--- src/hw/dcs_pkg.sv ---
// Constants, types and layouts for the disk command/status word bank.
// Assumes a host register port of eight 16-bit words, word 0..7.
package dcs_pkg;
    // -------------------------------------------------------------
    // word indices (host register select)
    // -------------------------------------------------------------
    localparam logic [2:0] IDX_ATTN  = 3'h0;
    localparam logic [2:0] IDX_CMD   = 3'h1;
    localparam logic [2:0] IDX_STERR = 3'h2;
    localparam logic [2:0] IDX_MAINT = 3'h3;
    localparam logic [2:0] IDX_COUNT = 3'h4;
    localparam logic [2:0] IDX_ADLO  = 3'h5;
    localparam logic [2:0] IDX_UNIT  = 3'h6;
    localparam logic [2:0] IDX_STAT  = 3'h7;
    // -------------------------------------------------------------
    // field positions: documented bit n sits at vector bit 15-n
    // -------------------------------------------------------------
    localparam int B_MSB    = 15;
    localparam int B_IDLE   = 15;
    localparam int B_CMP    = 14;
    localparam int B_ERR    = 13;
    localparam int B_IE     = 12;
    localparam int B_ABN    = 8;
    localparam int B_ME     = 7;
    localparam int B_TO     = 5;
    localparam int B_CTO    = 2;
    localparam int B_UE     = 0;
    localparam int B_LOOP   = 15;
    localparam int B_CTRL   = 14;
    localparam int B_OFFL   = 14;
    localparam int B_ADLSB  = 0;
    localparam logic [2:0] CODE_MAINT = 3'h7;
    localparam logic [5:0] MT_LAST_TEST = 6'h3B;
    localparam logic [5:0] MT_WR_PMEM   = 6'h3E;
    localparam logic [7:0] ST_FAIL_BYTE = 8'hFF;
    localparam logic [15:0] STAT_RESET  = 16'h8000;
    localparam logic [15:0] ADDR_STEP   = 16'h0002;
    // -------------------------------------------------------------
    // timing
    // -------------------------------------------------------------
    localparam int CLK_NS    = 20;
    localparam int BUS_TO_NS = 10000;
    localparam int BUS_TO_CYC = BUS_TO_NS / CLK_NS;
    // -------------------------------------------------------------
    // types
    // -------------------------------------------------------------
    typedef enum logic [5:0] {
        S_TEST  = 6'h01,
        S_IDLE  = 6'h02,
        S_FCMD  = 6'h04,
        S_DMA   = 6'h08,
        S_FWAIT = 6'h10,
        S_END   = 6'h20
    } state_t;
    typedef struct packed {
        logic [2:0]  sel;
        logic        wr;
        logic        rd;
        logic [15:0] wdata;
    } reg_req_t;
    typedef struct packed {
        logic        req;
        logic [19:0] addr;
    } mem_req_t;
    typedef struct packed {
        logic        ack;
        logic        err;
        logic [15:0] rdata;
    } mem_rsp_t;
    typedef struct packed {
        logic        valid;
        logic [4:0]  code;
        logic [3:0]  unit;
        logic [15:0] count;
        logic [7:0]  maint;
    } fmt_cmd_t;
    typedef struct packed {
        logic        done;
        logic        bus_err;
        logic        st_fail;
        logic [7:0]  st_code;
        logic [7:0]  st_num;
        logic [15:0] remain;
    } fmt_rsp_t;
    typedef struct packed {
        logic       fail;
        logic [7:0] code;
        logic [7:0] num;
    } st_res_t;
endpackage : dcs_pkg

--- src/hw/dcs_regs.sv ---
// Disk command/status word bank with DMA feed to the formatter FIFO.
// Assumes host register port, host memory read port and formatter
// command/data ports all synchronous to CLK.
`timescale 1ns/1ps
`default_nettype none

// -----------------------------------------------------------------
// data FIFO
module dcs_fifo #(
    parameter int W = 16,
    parameter int D = 16
) (
    input  wire logic         clk,
    input  wire logic         rst_n,
    input  wire logic         in_valid,
    output logic              in_ready,
    input  wire logic [W-1:0] in_data,
    output logic              out_valid,
    input  wire logic         out_ready,
    output logic [W-1:0]      out_data
);
    localparam int AW = $clog2(D);
    typedef struct packed {
        logic [D-1:0][W-1:0] mem;
        logic [AW-1:0]       wp;
        logic [AW-1:0]       rp;
        logic [AW:0]         cnt;
    } fifo_t;
    fifo_t q;
    fifo_t d;
    logic  push;
    logic  pop;

    assign in_ready  = (q.cnt != (AW+1)'(D));
    assign out_valid = (q.cnt != '0);
    assign out_data  = q.mem[q.rp];
    assign push      = in_valid && in_ready;
    assign pop       = out_valid && out_ready;

    always_comb begin
        d = q;
        if (push) begin
            d.mem[q.wp] = in_data;
            d.wp = (q.wp == AW'(D-1)) ? '0 : q.wp + AW'(1);
        end
        if (pop) begin
            d.rp = (q.rp == AW'(D-1)) ? '0 : q.rp + AW'(1);
        end
        d.cnt = q.cnt + (AW+1)'(push) - (AW+1)'(pop);
    end

    always_ff @(posedge clk or negedge rst_n) begin
        if (!rst_n) begin
            q <= '0;
        end else begin
            q <= d;
        end
    end
endmodule : dcs_fifo

// -----------------------------------------------------------------
// command / status word bank
// -----------------------------------------------------------------
module dcs_regs #(
    parameter int ST_CYCLES = 64,
    parameter int FIFO_D    = 16
) (
    input  wire logic              CLK,
    input  wire logic              RST_N,
    input  wire logic              IORST,
    input  wire logic              PWR_WARN,
    input  wire dcs_pkg::reg_req_t REG,
    output logic [15:0]            REG_RDATA,
    output dcs_pkg::mem_req_t      MEM_OUT,
    input  wire dcs_pkg::mem_rsp_t MEM_IN,
    output dcs_pkg::fmt_cmd_t      FMT_CMD,
    input  wire dcs_pkg::fmt_rsp_t FMT_RSP,
    output logic [15:0]            FMT_DATA,
    output logic                   FMT_DVALID,
    input  wire logic              FMT_DREADY,
    input  wire dcs_pkg::st_res_t  ST_RES,
    input  wire logic [3:0]        ATTN,
    output logic                   CMD_IRQ,
    output logic                   ATTN_IRQ
);
    import dcs_pkg::*;

    typedef struct packed {
        state_t      state;
        logic [3:0]  amask;
        logic        offl;
        logic [15:0] cmdw;
        logic [15:0] sterr;
        logic [15:0] maint;
        logic [15:0] count;
        logic [15:0] adlo;
        logic [15:0] unit;
        logic [15:0] stat;
        logic        st_fail;
        logic        loop;
        logic        ctl_cmd;
        logic        stop;
        logic [15:0] ctr;
        logic [15:0] rdata;
        logic        cirq;
        logic        airq;
        mem_req_t    mem;
        fmt_cmd_t    fcmd;
        logic        push_v;
        logic [15:0] push_d;
    } regs_t;

    regs_t       q;
    regs_t       d;
    logic        in_ready;
    logic        busy;
    logic        maint_sel;
    logic        ctl_maint;
    logic        onehot;
    logic        wr_type;
    logic        bus_to;
    logic        st_end;
    logic [15:0] rv;
    logic [19:0] baddr;
    logic [19:0] next_a;

    dcs_fifo #(.W(16), .D(FIFO_D)) u_fifo (
        .clk       (CLK),
        .rst_n     (RST_N),
        .in_valid  (q.push_v),
        .in_ready  (in_ready),
        .in_data   (q.push_d),
        .out_valid (FMT_DVALID),
        .out_ready (FMT_DREADY),
        .out_data  (FMT_DATA)
    );

    assign REG_RDATA = q.rdata;
    assign MEM_OUT   = q.mem;
    assign FMT_CMD   = q.fcmd;
    assign CMD_IRQ   = q.cirq;
    assign ATTN_IRQ  = q.airq;

    always_comb begin
        busy = !q.stat[B_IDLE];
        // extended msb plus code 111 opens the maintenance field
        maint_sel = q.cmdw[B_MSB] && (q.cmdw[10:8] == CODE_MAINT);
        ctl_maint = maint_sel && q.maint[B_CTRL];
        onehot = (q.unit[11:8] == 4'h8) || (q.unit[11:8] == 4'h4) ||
                 (q.unit[11:8] == 4'h2) || (q.unit[11:8] == 4'h1);
        // odd codes other than the maintenance code carry data from host memory to the drive
        wr_type = q.cmdw[8] && !maint_sel;
        // low word gives bits 14:1; its top bit is not address
        baddr = {q.unit[4:0], q.adlo[14:1], 1'b0};
        next_a = baddr + 20'(ADDR_STEP);
        bus_to = (q.ctr == 16'(BUS_TO_CYC - 1));
        st_end = (q.ctr == 16'(ST_CYCLES - 1));
        rv = '0;
        case (REG.sel)
            IDX_ATTN:  rv = {1'b0, q.offl, 6'h00, ATTN, q.amask};
            IDX_CMD:   rv = q.cmdw;
            IDX_STERR: rv = q.sterr;
            IDX_MAINT: rv = q.maint;
            IDX_COUNT: rv = q.count;
            IDX_ADLO:  rv = q.adlo;
            IDX_UNIT:  rv = q.unit;
            IDX_STAT:  rv = q.stat;
            default:   rv = '0;
        endcase
        if (busy) begin
            rv[B_MSB] = 1'b0;
        end

        d = q;
        d.fcmd.valid = 1'b0;
        if (REG.rd) begin
            d.rdata = rv;
        end
        if (q.push_v && in_ready) begin
            d.push_v = 1'b0;
        end
        // writes only land while idle; busy writes are dropped
        if (REG.wr && !busy) begin
            case (REG.sel)
                IDX_ATTN:  d.amask = REG.wdata[3:0];
                IDX_CMD:   d.cmdw = REG.wdata;
                IDX_MAINT: d.maint = REG.wdata;
                IDX_COUNT: d.count = REG.wdata;
                IDX_ADLO:  d.adlo = REG.wdata;
                IDX_UNIT:  d.unit = REG.wdata;
                IDX_STAT: begin
                    d.stat[B_CMP] = REG.wdata[B_CMP];
                    d.stat[B_ERR] = REG.wdata[B_ERR];
                    d.stat[B_IE] = REG.wdata[B_IE];
                    d.stat[B_IDLE] = REG.wdata[B_IDLE];
                end
                default: d.amask = q.amask;
            endcase
        end

        case (q.state)
            S_TEST: begin
                d.ctr = q.ctr + 16'h0001;
                if (st_end) begin
                    d.ctr = '0;
                    d.st_fail = ST_RES.fail;
                    if (ST_RES.fail) begin
                        d.sterr = {ST_RES.code, ST_RES.num};
                        d.stat[7:0] = ST_FAIL_BYTE;
                        d.stat[B_ERR] = 1'b1;
                    end
                    if (q.loop) begin
                        d.state = S_TEST;
                    end else if (busy) begin
                        d.state = S_END;
                    end else begin
                        d.state = S_IDLE;
                    end
                end
            end
            S_IDLE: begin
                if (busy) begin
                    d.ctr = '0;
                    d.stop = 1'b0;
                    d.ctl_cmd = ctl_maint;
                    d.stat[B_CMP] = 1'b0;
                    d.stat[B_ERR] = 1'b0;
                    if (!q.st_fail) begin
                        d.stat[7:0] = '0;
                    end
                    if (ctl_maint) begin
                        if (q.maint[13:8] <= MT_LAST_TEST) begin
                            d.loop = q.maint[B_LOOP];
                            d.state = S_TEST;
                        end else if (q.maint[13:8] == MT_WR_PMEM) begin
                            d.state = S_DMA;
                        end else begin
                            d.state = S_END;
                        end
                    end else if (!onehot) begin
                        d.stat[B_UE] = 1'b1;
                        d.stat[B_ERR] = 1'b1;
                        d.offl = 1'b1;
                        d.state = S_END;
                    end else if (q.st_fail) begin
                        // drive work is inhibited until a test passes
                        d.stat[B_ERR] = 1'b1;
                        d.state = S_END;
                    end else begin
                        d.offl = 1'b0;
                        d.state = S_FCMD;
                    end
                end
            end
            S_FCMD: begin
                d.fcmd.valid = 1'b1;
                d.fcmd.code = {q.cmdw[15:14], q.cmdw[10:8]};
                d.fcmd.unit = q.unit[11:8];
                d.fcmd.count = q.count;
                d.fcmd.maint = q.maint[15:8];
                d.state = wr_type ? S_DMA : S_FWAIT;
            end
            S_DMA: begin
                if (q.count == '0) begin
                    if (!q.push_v) begin
                        d.state = q.ctl_cmd ? S_END : S_FWAIT;
                    end
                end else if (!q.push_v) begin
                    if (q.stop) begin
                        // keep the formatter fed with filler bytes
                        d.push_v = 1'b1;
                        d.push_d = '0;
                        d.count = (q.count > ADDR_STEP) ?
                                  q.count - ADDR_STEP : '0;
                    end else if (!q.mem.req) begin
                        d.mem.req = 1'b1;
                        d.mem.addr = baddr;
                        d.ctr = '0;
                    end else if (MEM_IN.ack) begin
                        d.mem.req = 1'b0;
                        d.push_v = 1'b1;
                        d.push_d = MEM_IN.rdata;
                        d.count = (q.count > ADDR_STEP) ?
                                  q.count - ADDR_STEP : '0;
                        d.adlo = {q.adlo[B_MSB], next_a[14:1],
                                  q.adlo[B_ADLSB]};
                        d.unit[4:0] = next_a[19:15];
                    end else if (MEM_IN.err) begin
                        // address already stepped: error address + 2
                        d.mem.req = 1'b0;
                        d.stop = 1'b1;
                        d.stat[B_ME] = 1'b1;
                        d.stat[B_ERR] = 1'b1;
                        d.adlo = {q.adlo[B_MSB], next_a[14:1],
                                  q.adlo[B_ADLSB]};
                        d.unit[4:0] = next_a[19:15];
                    end else if (bus_to) begin
                        d.mem.req = 1'b0;
                        d.stop = 1'b1;
                        d.stat[B_TO] = 1'b1;
                        d.stat[B_ERR] = 1'b1;
                    end else begin
                        d.ctr = q.ctr + 16'h0001;
                    end
                end
            end
            S_FWAIT: begin
                if (FMT_RSP.done) begin
                    d.count = FMT_RSP.remain;
                    if (FMT_RSP.bus_err) begin
                        d.stat[B_CTO] = 1'b1;
                        d.stat[B_ERR] = 1'b1;
                    end
                    if (FMT_RSP.st_fail) begin
                        d.sterr = {FMT_RSP.st_code, FMT_RSP.st_num};
                        d.stat[7:0] = ST_FAIL_BYTE;
                        d.stat[B_ERR] = 1'b1;
                        d.st_fail = 1'b1;
                    end
                    d.state = S_END;
                end
            end
            S_END: begin
                d.stat[B_IDLE] = 1'b1;
                d.stat[B_CMP] = !d.stat[B_ERR];
                d.state = S_IDLE;
            end
            default: d.state = S_IDLE;
        endcase

        // termination by power warning while a command runs
        if (PWR_WARN && busy) begin
            d.stat[B_ABN] = 1'b1;
            d.stat[B_ERR] = 1'b1;
            d.mem.req = 1'b0;
            d.loop = 1'b0;
            d.state = S_END;
        end
        if (IORST) begin
            d.stat = STAT_RESET;
            d.stat[B_ABN] = busy;
            d.amask = '0;
            d.mem.req = 1'b0;
            d.push_v = 1'b0;
            d.loop = 1'b0;
            d.ctr = '0;
            d.state = S_TEST;
        end
        // completion interrupt only while idle and enabled
        d.cirq = d.stat[B_IDLE] && d.stat[B_IE] &&
                 (d.stat[B_CMP] || d.stat[B_ERR]);
        d.airq = d.stat[B_IDLE] && |(ATTN & d.amask);
    end

    always_ff @(posedge CLK or negedge RST_N) begin
        if (!RST_N) begin
            q <= '0;
            q.state <= S_TEST;
            q.stat <= STAT_RESET;
        end else begin
            q <= d;
        end
    end
endmodule : dcs_regs

`default_nettype wire

--- config.mk ---
export PLATFORM = sky130hd
export DESIGN_NAME = dcs_regs
export DESIGN_NICKNAME = d
export VERILOG_FILES = /design/src/hw/dcs_pkg.sv /design/src/hw/dcs_regs.sv
export SDC_FILE = /design/constraint.sdc
export NUM_CORES = 1
export LEC_CHECK = 0
export ABC_AREA = 1
export BUFFER_PORTS_ARGS = -buffer_cell sky130_fd_sc_hd__buf_2
export CAP_MARGIN = 20
export CORE_MARGIN = 2
export CORE_UTILIZATION = 50
export CTS_CLUSTER_DIAMETER = 30
export DETAILED_ROUTE_END_ITERATION = 12
export PLACE_DENSITY_LB_ADDON = 0.2
export REMOVE_ABC_BUFFERS = 1
export SLEW_MARGIN = 25
export SYNTH_ARGS = -nofsm -noshare
export SYNTH_HDL_FRONTEND = slang
export SYNTH_SLANG_ARGS = --single-unit
export TNS_END_PERCENT = 100
--- constraint.sdc ---
create_clock -name CLK -period 2.2 [get_ports CLK]
set_input_delay 0.22 -clock CLK [delete_from_list [all_inputs] [get_ports CLK]]
set_output_delay 0.22 -clock CLK [all_outputs]
set_load 0.1 [all_outputs]
==> impl_metrics.yaml, run 1 <==
worst_hold_path:
  holdCritStartpoint: "FMT_RSP[33]"
  hold_path_class: "in -> reg"
  hold_end: "q[112]"
  hold_path_depth: 5
sta:
  max_slew_margin_pct: 55.0
  min_period_ns: 2.62
  hold_viol: 0
  setup_violations: 16
  finalClockSkew_ns: 0.0331
  period_share_pct: 119
  rsz0062_at_grt: "yes"
  drv_slew: 0
  holdWs_ns: 0.0357
  max_freq_mhz: 382
  setup_slack_ns: -0.420
  worstMarginPinSlew_ns: 0.666
pwr:
  leakagePower_uw: 0.0156
  finalPower_uw: 39600
  cellInternalPower_uw: 25800
  vdd_ir_drop_max_uv: 670
  power.density_mw_per_mm2: 1230
  p_comb_share_pct: 31.6
  switchingPower_uw: 13800
  p_seq_share_pct: 26.2
  switching_share_pct: 34.8
  clkPwrFrac_pct: 42.2
cells_and_area:
  mostFrequentLayoutCells: "nand2_1, o21ai_0, dfrtp_1, nor2_1, inv_1"
  stdcell_count: 4052
  syn_to_final_growth_pct: 31.3
  layout_commonest_cell: "nand2_1"
  design_area_mm2: 0.0323
  diodes: 0
  layout-drive-gt1-share_pct: 19.7
  nets: 3414
global_route:
  use_met3_pct: 5.74
  grt_pass1_wl_um: 124000
  overflow: 0
  grt_max_degree: 83
  gr-max-usage-layer: "met2"
  met2_usage_pct: 51.9
  grtUsageMet1_pct: 38.9
  grtUsageTotal_pct: 31.3
  antenna_found_initial: 1
  grt_pass1_vias: 22600
worst_setup_path:
  worst_path_max_delay_cell: "dfrtp_4"
  worstSetupPathType: "reg -> out"
  worstRegToRegCells: 7
  startpoint_type: "register"
  slowest_delay_ns: 0.51
  reg2reg_slack_ns: 0.12
  path_max_fanout: 8
  cp.required_ns: 1.98
  r2r-start: "q[227]"
  cp-end-kind: "output pin"
  cp_common_cell: "buf_12"
  arrival_ns: 2.40
  reg2reg_to: "q[109]"
  worstPathCellList: "inv_8 -> buf_12 -> clkbuf_16 -> nor2_4 -> o32ai_1 -> o211ai_1 -> nand3_2 -> buf_12"
placement:
  place_area_mm2: 0.0266
  dp_slack_ns: -0.0992
  post-dp-hpwl_um: 50500
  port_buffers: 188
  dp_cells: 3731
  gp_congestion: 0.933
cts:
  clockRootBuffer: "clkbuf_16"
  insertion_delay_ns: 0.65
  clk_path_buf_depth: 3
  cts_sinks: 495
  h-tree-depth: 3
  clk_pin_slew_ns: 0.05
  cts_buffers: 107
  tritoncts: "built"
yosys:
  yosysWarnings: 0
  ys_seq_elements: 495
  synth-edff-count: 0
  synth.yosys.seq_area_share_pct: 50.4
  avgSynthCellArea_um2: 8.19
  syn_inst: 3004
  synth-main-ff-cell: "dfrtp_1"
  ys_types: 58
  synthesis.area_mm2: 0.0246
  async_flop_share_pct: 100
detailed_routing:
  wl_per_cell_um: 19.9
  vias_per_cell: 5.70
  drtIter0Drc: 2419
  drcViolationCount: 0
  drt_pass1_iterations: 6
  vias: 23100
  postRouteAntennaNets: 0
  wl_um: 80400
die:
  ios: 190
  initial_core_util_pct: 50.5
  die_area_mm2: 0.0510
  core_area_mm2: 0.0487
  die_h_um: 226
  die_x_um: 226
  fp-row-count: 81
flow_run:
  maxCapViolCount: 0
status:
  status: "finished, violations left"
  failed_checks: "setup timing"
==> kinds of logic (layout without fill, tap and decap cells) <==
logic type / after synthesis / in the layout / share of synthesized area (%)
adders and majority gates: 15 / 15 / 0.794
DFF: 495 / 495 / 50.4
buffers and inverters: 471 / 855 / 8.75
muxes: 27 / 27 / 1.10
and+or+nand+nor: 1228 / 1228 / 20.8
other: 1 / 1 / 0.0152
AOI/OAI and AO/OA: 731 / 731 / 16.9
xor gates and xnor gates: 36 / 36 / 1.28
==> metrics by stage <==
step	util, %	setup TNS, ns
2_1_floorplan	-	-62.85
3_3_place_gp	54.5	-0.0695
3_5_place_dp	54.5	-0.141
4_1_cts	65.5	-5.26
5_1_grt	66.2	-6.50
6_report	66.2	-5.14
==> layout make-up <==
| cell class | instances | area [um^2] |
|---|---|---|
| Tap cell | 664 | 831 |
| Inverter | 228 | 866 |
| Multi-Input combinational cell | 2038 | 10500 |
| Sequential cell | 495 | 12400 |
| Fill cell | 3916 | 16500 |
| Timing Repair Buffer | 429 | 3920 |
| Clock buffer | 133 | 2990 |
| Clock inverter | 65 | 821 |
==> how the worst max path moves through the flow <==
| stage | from | end |
|---|---|---|
| 2_1_floorplan | u_fifo.q[5] | FMT_DATA[0] |
| 3_3_place_gp | u_fifo.q[2] | u_fifo.q[4] |
| 3_5_place_dp | u_fifo.q[2] | u_fifo.q[4] |
| 4_1_cts | u_fifo.q[5] | FMT_DATA[12] |
| 5_1_grt | u_fifo.q[5] | FMT_DATA[12] |
| 6_report | u_fifo.q[5] | FMT_DATA[6] |
==> worst max-delay path: cells and delay by family, from the launching register on <==
kind	cells	cell delay, ns
compound gates	2	0.40
buf+inv	4	0.59
flops	1	0.51
simple gates	2	0.25
==> power groups by stage <==
| stage | combinational [uW] | sequential, uW | clock [uW] |
|---|---|---|---|
| 4_1_cts | 11700 | 10300 | 16800 |
| 5_1_grt | 13200 | 10400 | 17300 |
| 2_1_floorplan | 5820 | 11100 | 0 |
| 3_5_place_dp | 10400 | 10400 | 0 |
| 6_report | 12500 | 10400 | 16700 |
| 3_3_place_gp | 10200 | 10400 | 0 |
==> flip-flops by register name, summed over array words and instances, names as in the netlist <==
name,count
u_fifo.q,269
q,135
FMT_CMD,34
MEM_OUT,20
baddr,19
REG_RDATA,16
ATTN_IRQ,1
CMD_IRQ,1
==> cells in the mapped netlist, types with 4 or more instances <==
cell,number,area [um^2]
a21oi_1,53,265
a221oi_1,7,61.3
a22oi_1,8,60.1
a31oi_1,5,31.3
buf_1,6,22.5
buf_2,27,135
buf_4,78,586
buf_6,7,78.8
clkbuf_1,124,465
clkinv_1,5,18.8
dfrtp_1,493,12300
ha_1,14,175
inv_1,212,796
inv_2,10,37.5
mux2i_1,27,270
nand2_1,737,2770
nand2_2,10,62.6
nand2_4,4,45.0
nand3_1,106,531
nand3_2,4,40.0
nand4_1,37,231
nor2_1,274,1030
nor2_2,10,62.6
nor2_4,9,101
nor3_1,23,115
o2111ai_1,6,52.6
o211ai_1,24,180
o21ai_0,509,2550
o21ai_1,15,75.1
o221ai_1,36,315
o22ai_1,14,87.6
o32ai_1,40,350
xnor2_1,5,43.8
xor2_1,31,272
==> layer usage <==
| metal | share of wire (%) | vias up | routed length (um) |
|---|---|---|---|
| li1 | - | 10500 | - |
| met1 | 39 | 11200 | 31600 |
| met2 | 48 | 1153 | 38500 |
| met3 | 7.8 | 242 | 6250 |
| met4 | 5.1 | 2 | 4100 |
| met5 | 0.016 | - | 13 |
==> what timing repair did <==
| action | in CTS | in global routing |
|---|---|---|
| endpoints found under the setup margin | 18 | 45 |
| pin swaps | 21 | 25 |
| endpoints found under the hold margin | 273 | 0 |
| cloned | 9 | 3 |
| hold buffers | 88 | 0 |
| gates resized for setup | 70 | 51 |
| setup buffers | 16 | 9 |
Note: power is estimated with default switching activity, not from simulation.
==> run 2, diff against run 1 <==
- CELL_PAD_IN_SITES_DETAIL_PLACEMENT: default -> 1
- CELL_PAD_IN_SITES_GLOBAL_PLACEMENT: default -> 1
- CORE_UTILIZATION: 50 -> 41
- PLACE_DENSITY_LB_ADDON: 0.2 -> 0.1
==> impl_metrics.yaml, run 2 (same netlist as run 1, synthesis figures left out) <==
cts:
  clk_path_buf_depth: 3
  cts_buffers: 135
  insertion_delay_ns: 0.71
  tritoncts: "built"
  cts_sinks: 495
  clk_pin_slew_ns: 0.04
  clockRootBuffer: "clkbuf_16"
  h-tree-depth: 4
pwr:
  cellInternalPower_uw: 28300
  leakagePower_uw: 0.0160
  vdd_ir_drop_max_uv: 683
  switching_share_pct: 33.7
  power.density_mw_per_mm2: 1290
  switchingPower_uw: 14400
  p_comb_share_pct: 28.4
  p_seq_share_pct: 24.4
  clkPwrFrac_pct: 47.2
cells_and_area:
  top_register: "u_fifo.q"
  layout-drive-gt1-share_pct: 19.7
  design_area_mm2: 0.0331
  regArea_mm2: 0.0124
  utilization_pct: 56.0
  largest_register_ffs: 269
  multi_input_area_mm2: 0.0104
  diodes: 0
  syn_to_final_growth_pct: 34.7
  mostFrequentLayoutCells: "nand2_1, dfrtp_1, o21ai_0, nor2_1, inv_1"
  layout_commonest_cell: "nand2_1"
  nets: 3442
  fillers: 6730
detailed_routing:
  wl_um: 92100
  vias: 23400
  drt_pass1_iterations: 5
  drcViolationCount: 0
  vias_per_cell: 5.55
  postRouteAntennaNets: 0
  drtIter0Drc: 1469
  wl_per_cell_um: 21.9
global_route:
  grt_pass1_vias: 25400
  overflow: 0
  grtUsageTotal_pct: 29.6
  grt_pass1_wl_um: 144000
  grt_max_degree: 85
  antenna_found_initial: 0
die:
  initial_core_util_pct: 41.6
  core_area_mm2: 0.0591
  die_area_mm2: 0.0620
  fp-row-count: 89
  die_h_um: 249
  ios: 190
  die_x_um: 249
worst_setup_path:
  slowest_delay_ns: 0.55
  cp-end-kind: "output pin"
  worstRegToRegCells: 7
  cp.required_ns: 1.98
  reg2reg_slack_ns: 0.08
  arrival_ns: 2.46
  reg2reg_to: "q[109]"
  worst_path_max_delay_cell: "clkinv_1"
  worstSetupPathType: "reg -> out"
  r2r-start: "q[227]"
  startpoint_type: "register"
  worstPathCellList: "clkinv_1 -> o221ai_1 -> nand3_1 -> nand3_2 -> buf_12"
  path_max_fanout: 9
sta:
  period_share_pct: 122
  worstMarginPinSlew_ns: 0.718
  max_freq_mhz: 373
  hold_viol: 0
  setup_slack_ns: -0.482
  rsz0062_at_grt: "yes"
  finalClockSkew_ns: 0.0315
  min_period_ns: 2.68
  drv_slew: 0
  max_slew_margin_pct: 52.1
  setup_violations: 16
worst_hold_path:
  holdCritStartpoint: "MEM_IN[16]"
  hold_end: "q[115]"
  hold_path_depth: 6
  hold_path_class: "in -> reg"
status:
  status: "finished, violations left"
  failed_checks: "setup timing"
flow_run:
  maxCapViolCount: 0
placement:
  port_buffers: 188
  post-dp-hpwl_um: 57700
  gp_congestion: 0.912
  place_area_mm2: 0.0268
==> run 2: cell type report <==
type                    count  area share (%)
well taps                 773            2.92
clock inverters            49            2.28
repair buffers            429            11.6
flip-flops and latches    495            37.4
inverters                 228            2.63
multi-input cells        2038            31.3
clock buffers             193            11.8
==> run 2: per-stage QoR <==
stage | std cells | worst slack, ns | power, uW | TNS, ns | hold WS [ns]
3_3_place_gp | 3845 | -0.109 | 20900 | -0.145 | 0.184
3_5_place_dp | 3845 | -0.261 | 21100 | -0.404 | 0.193
4_1_cts | 4192 | -0.513 | 42300 | -7.43 | 0.00415
6_report | 4205 | -0.482 | 42700 | -6.76 | 0.0393
5_1_grt | 4205 | -0.542 | 44300 | -8.05 | 0.0594
2_1_floorplan | 2761 | -3.06 | 16900 | -62.85 | -0.0756
==> run 2: worst max-delay path by stage <==
stage	startpoint	endpoint	cells past startpoint
floorplan	u_fifo.q[5]	FMT_DATA[0]	5
global placement	u_fifo.q[2]	u_fifo.q[4]	12
detailed placement	u_fifo.q[2]	u_fifo.q[4]	12
CTS	u_fifo.q[5]	FMT_DATA[0]	7
global route	u_fifo.q[5]	FMT_DATA[0]	6
finish	u_fifo.q[7]	FMT_DATA[14]	5
==> run 2: worst max-delay path, delay by kind of cell (launching register included) <==
| kind | cells | cell delay, ns |
|---|---|---|
| AND/OR/NAND/NOR | 2 | 0.36 |
| flip-flops | 1 | 0.42 |
| buffers and inverters | 2 | 0.74 |
| AO/OA/AOI/OAI | 1 | 0.25 |
==> run 2: per-layer routing <==
| metal | up-vias | part of all wire [%] | GRT usage (%) |
|---|---|---|---|
| met5 | - | 0 | 0 |
| met4 | 0 | 4.0 | 13.8 |
| met3 | 203 | 5.1 | 5.63 |
| met2 | 735 | 49 | 50.7 |
| met1 | 11800 | 42 | 36.2 |
| li1 | 10600 | - | - |
==> run 2: power groups by stage <==
stage	combinational [uW]	clock, uW	sequential [uW]
2_1_floorplan	5820	0	11100
3_3_place_gp	10400	0	10400
3_5_place_dp	10600	0	10400
4_1_cts	11600	20400	10400
5_1_grt	12900	20900	10500
6_report	12100	20100	10400
==> run 2: what timing repair did <==
action                     4_1_cts  5_1_grt
buffers inserted                10       11
gates resized for setup         53       53
gates cloned                     4        2
hold endpoints to repair       545        0
hold buffers                    91        0
setup endpoints to repair       20       42
pin swaps                       17       10
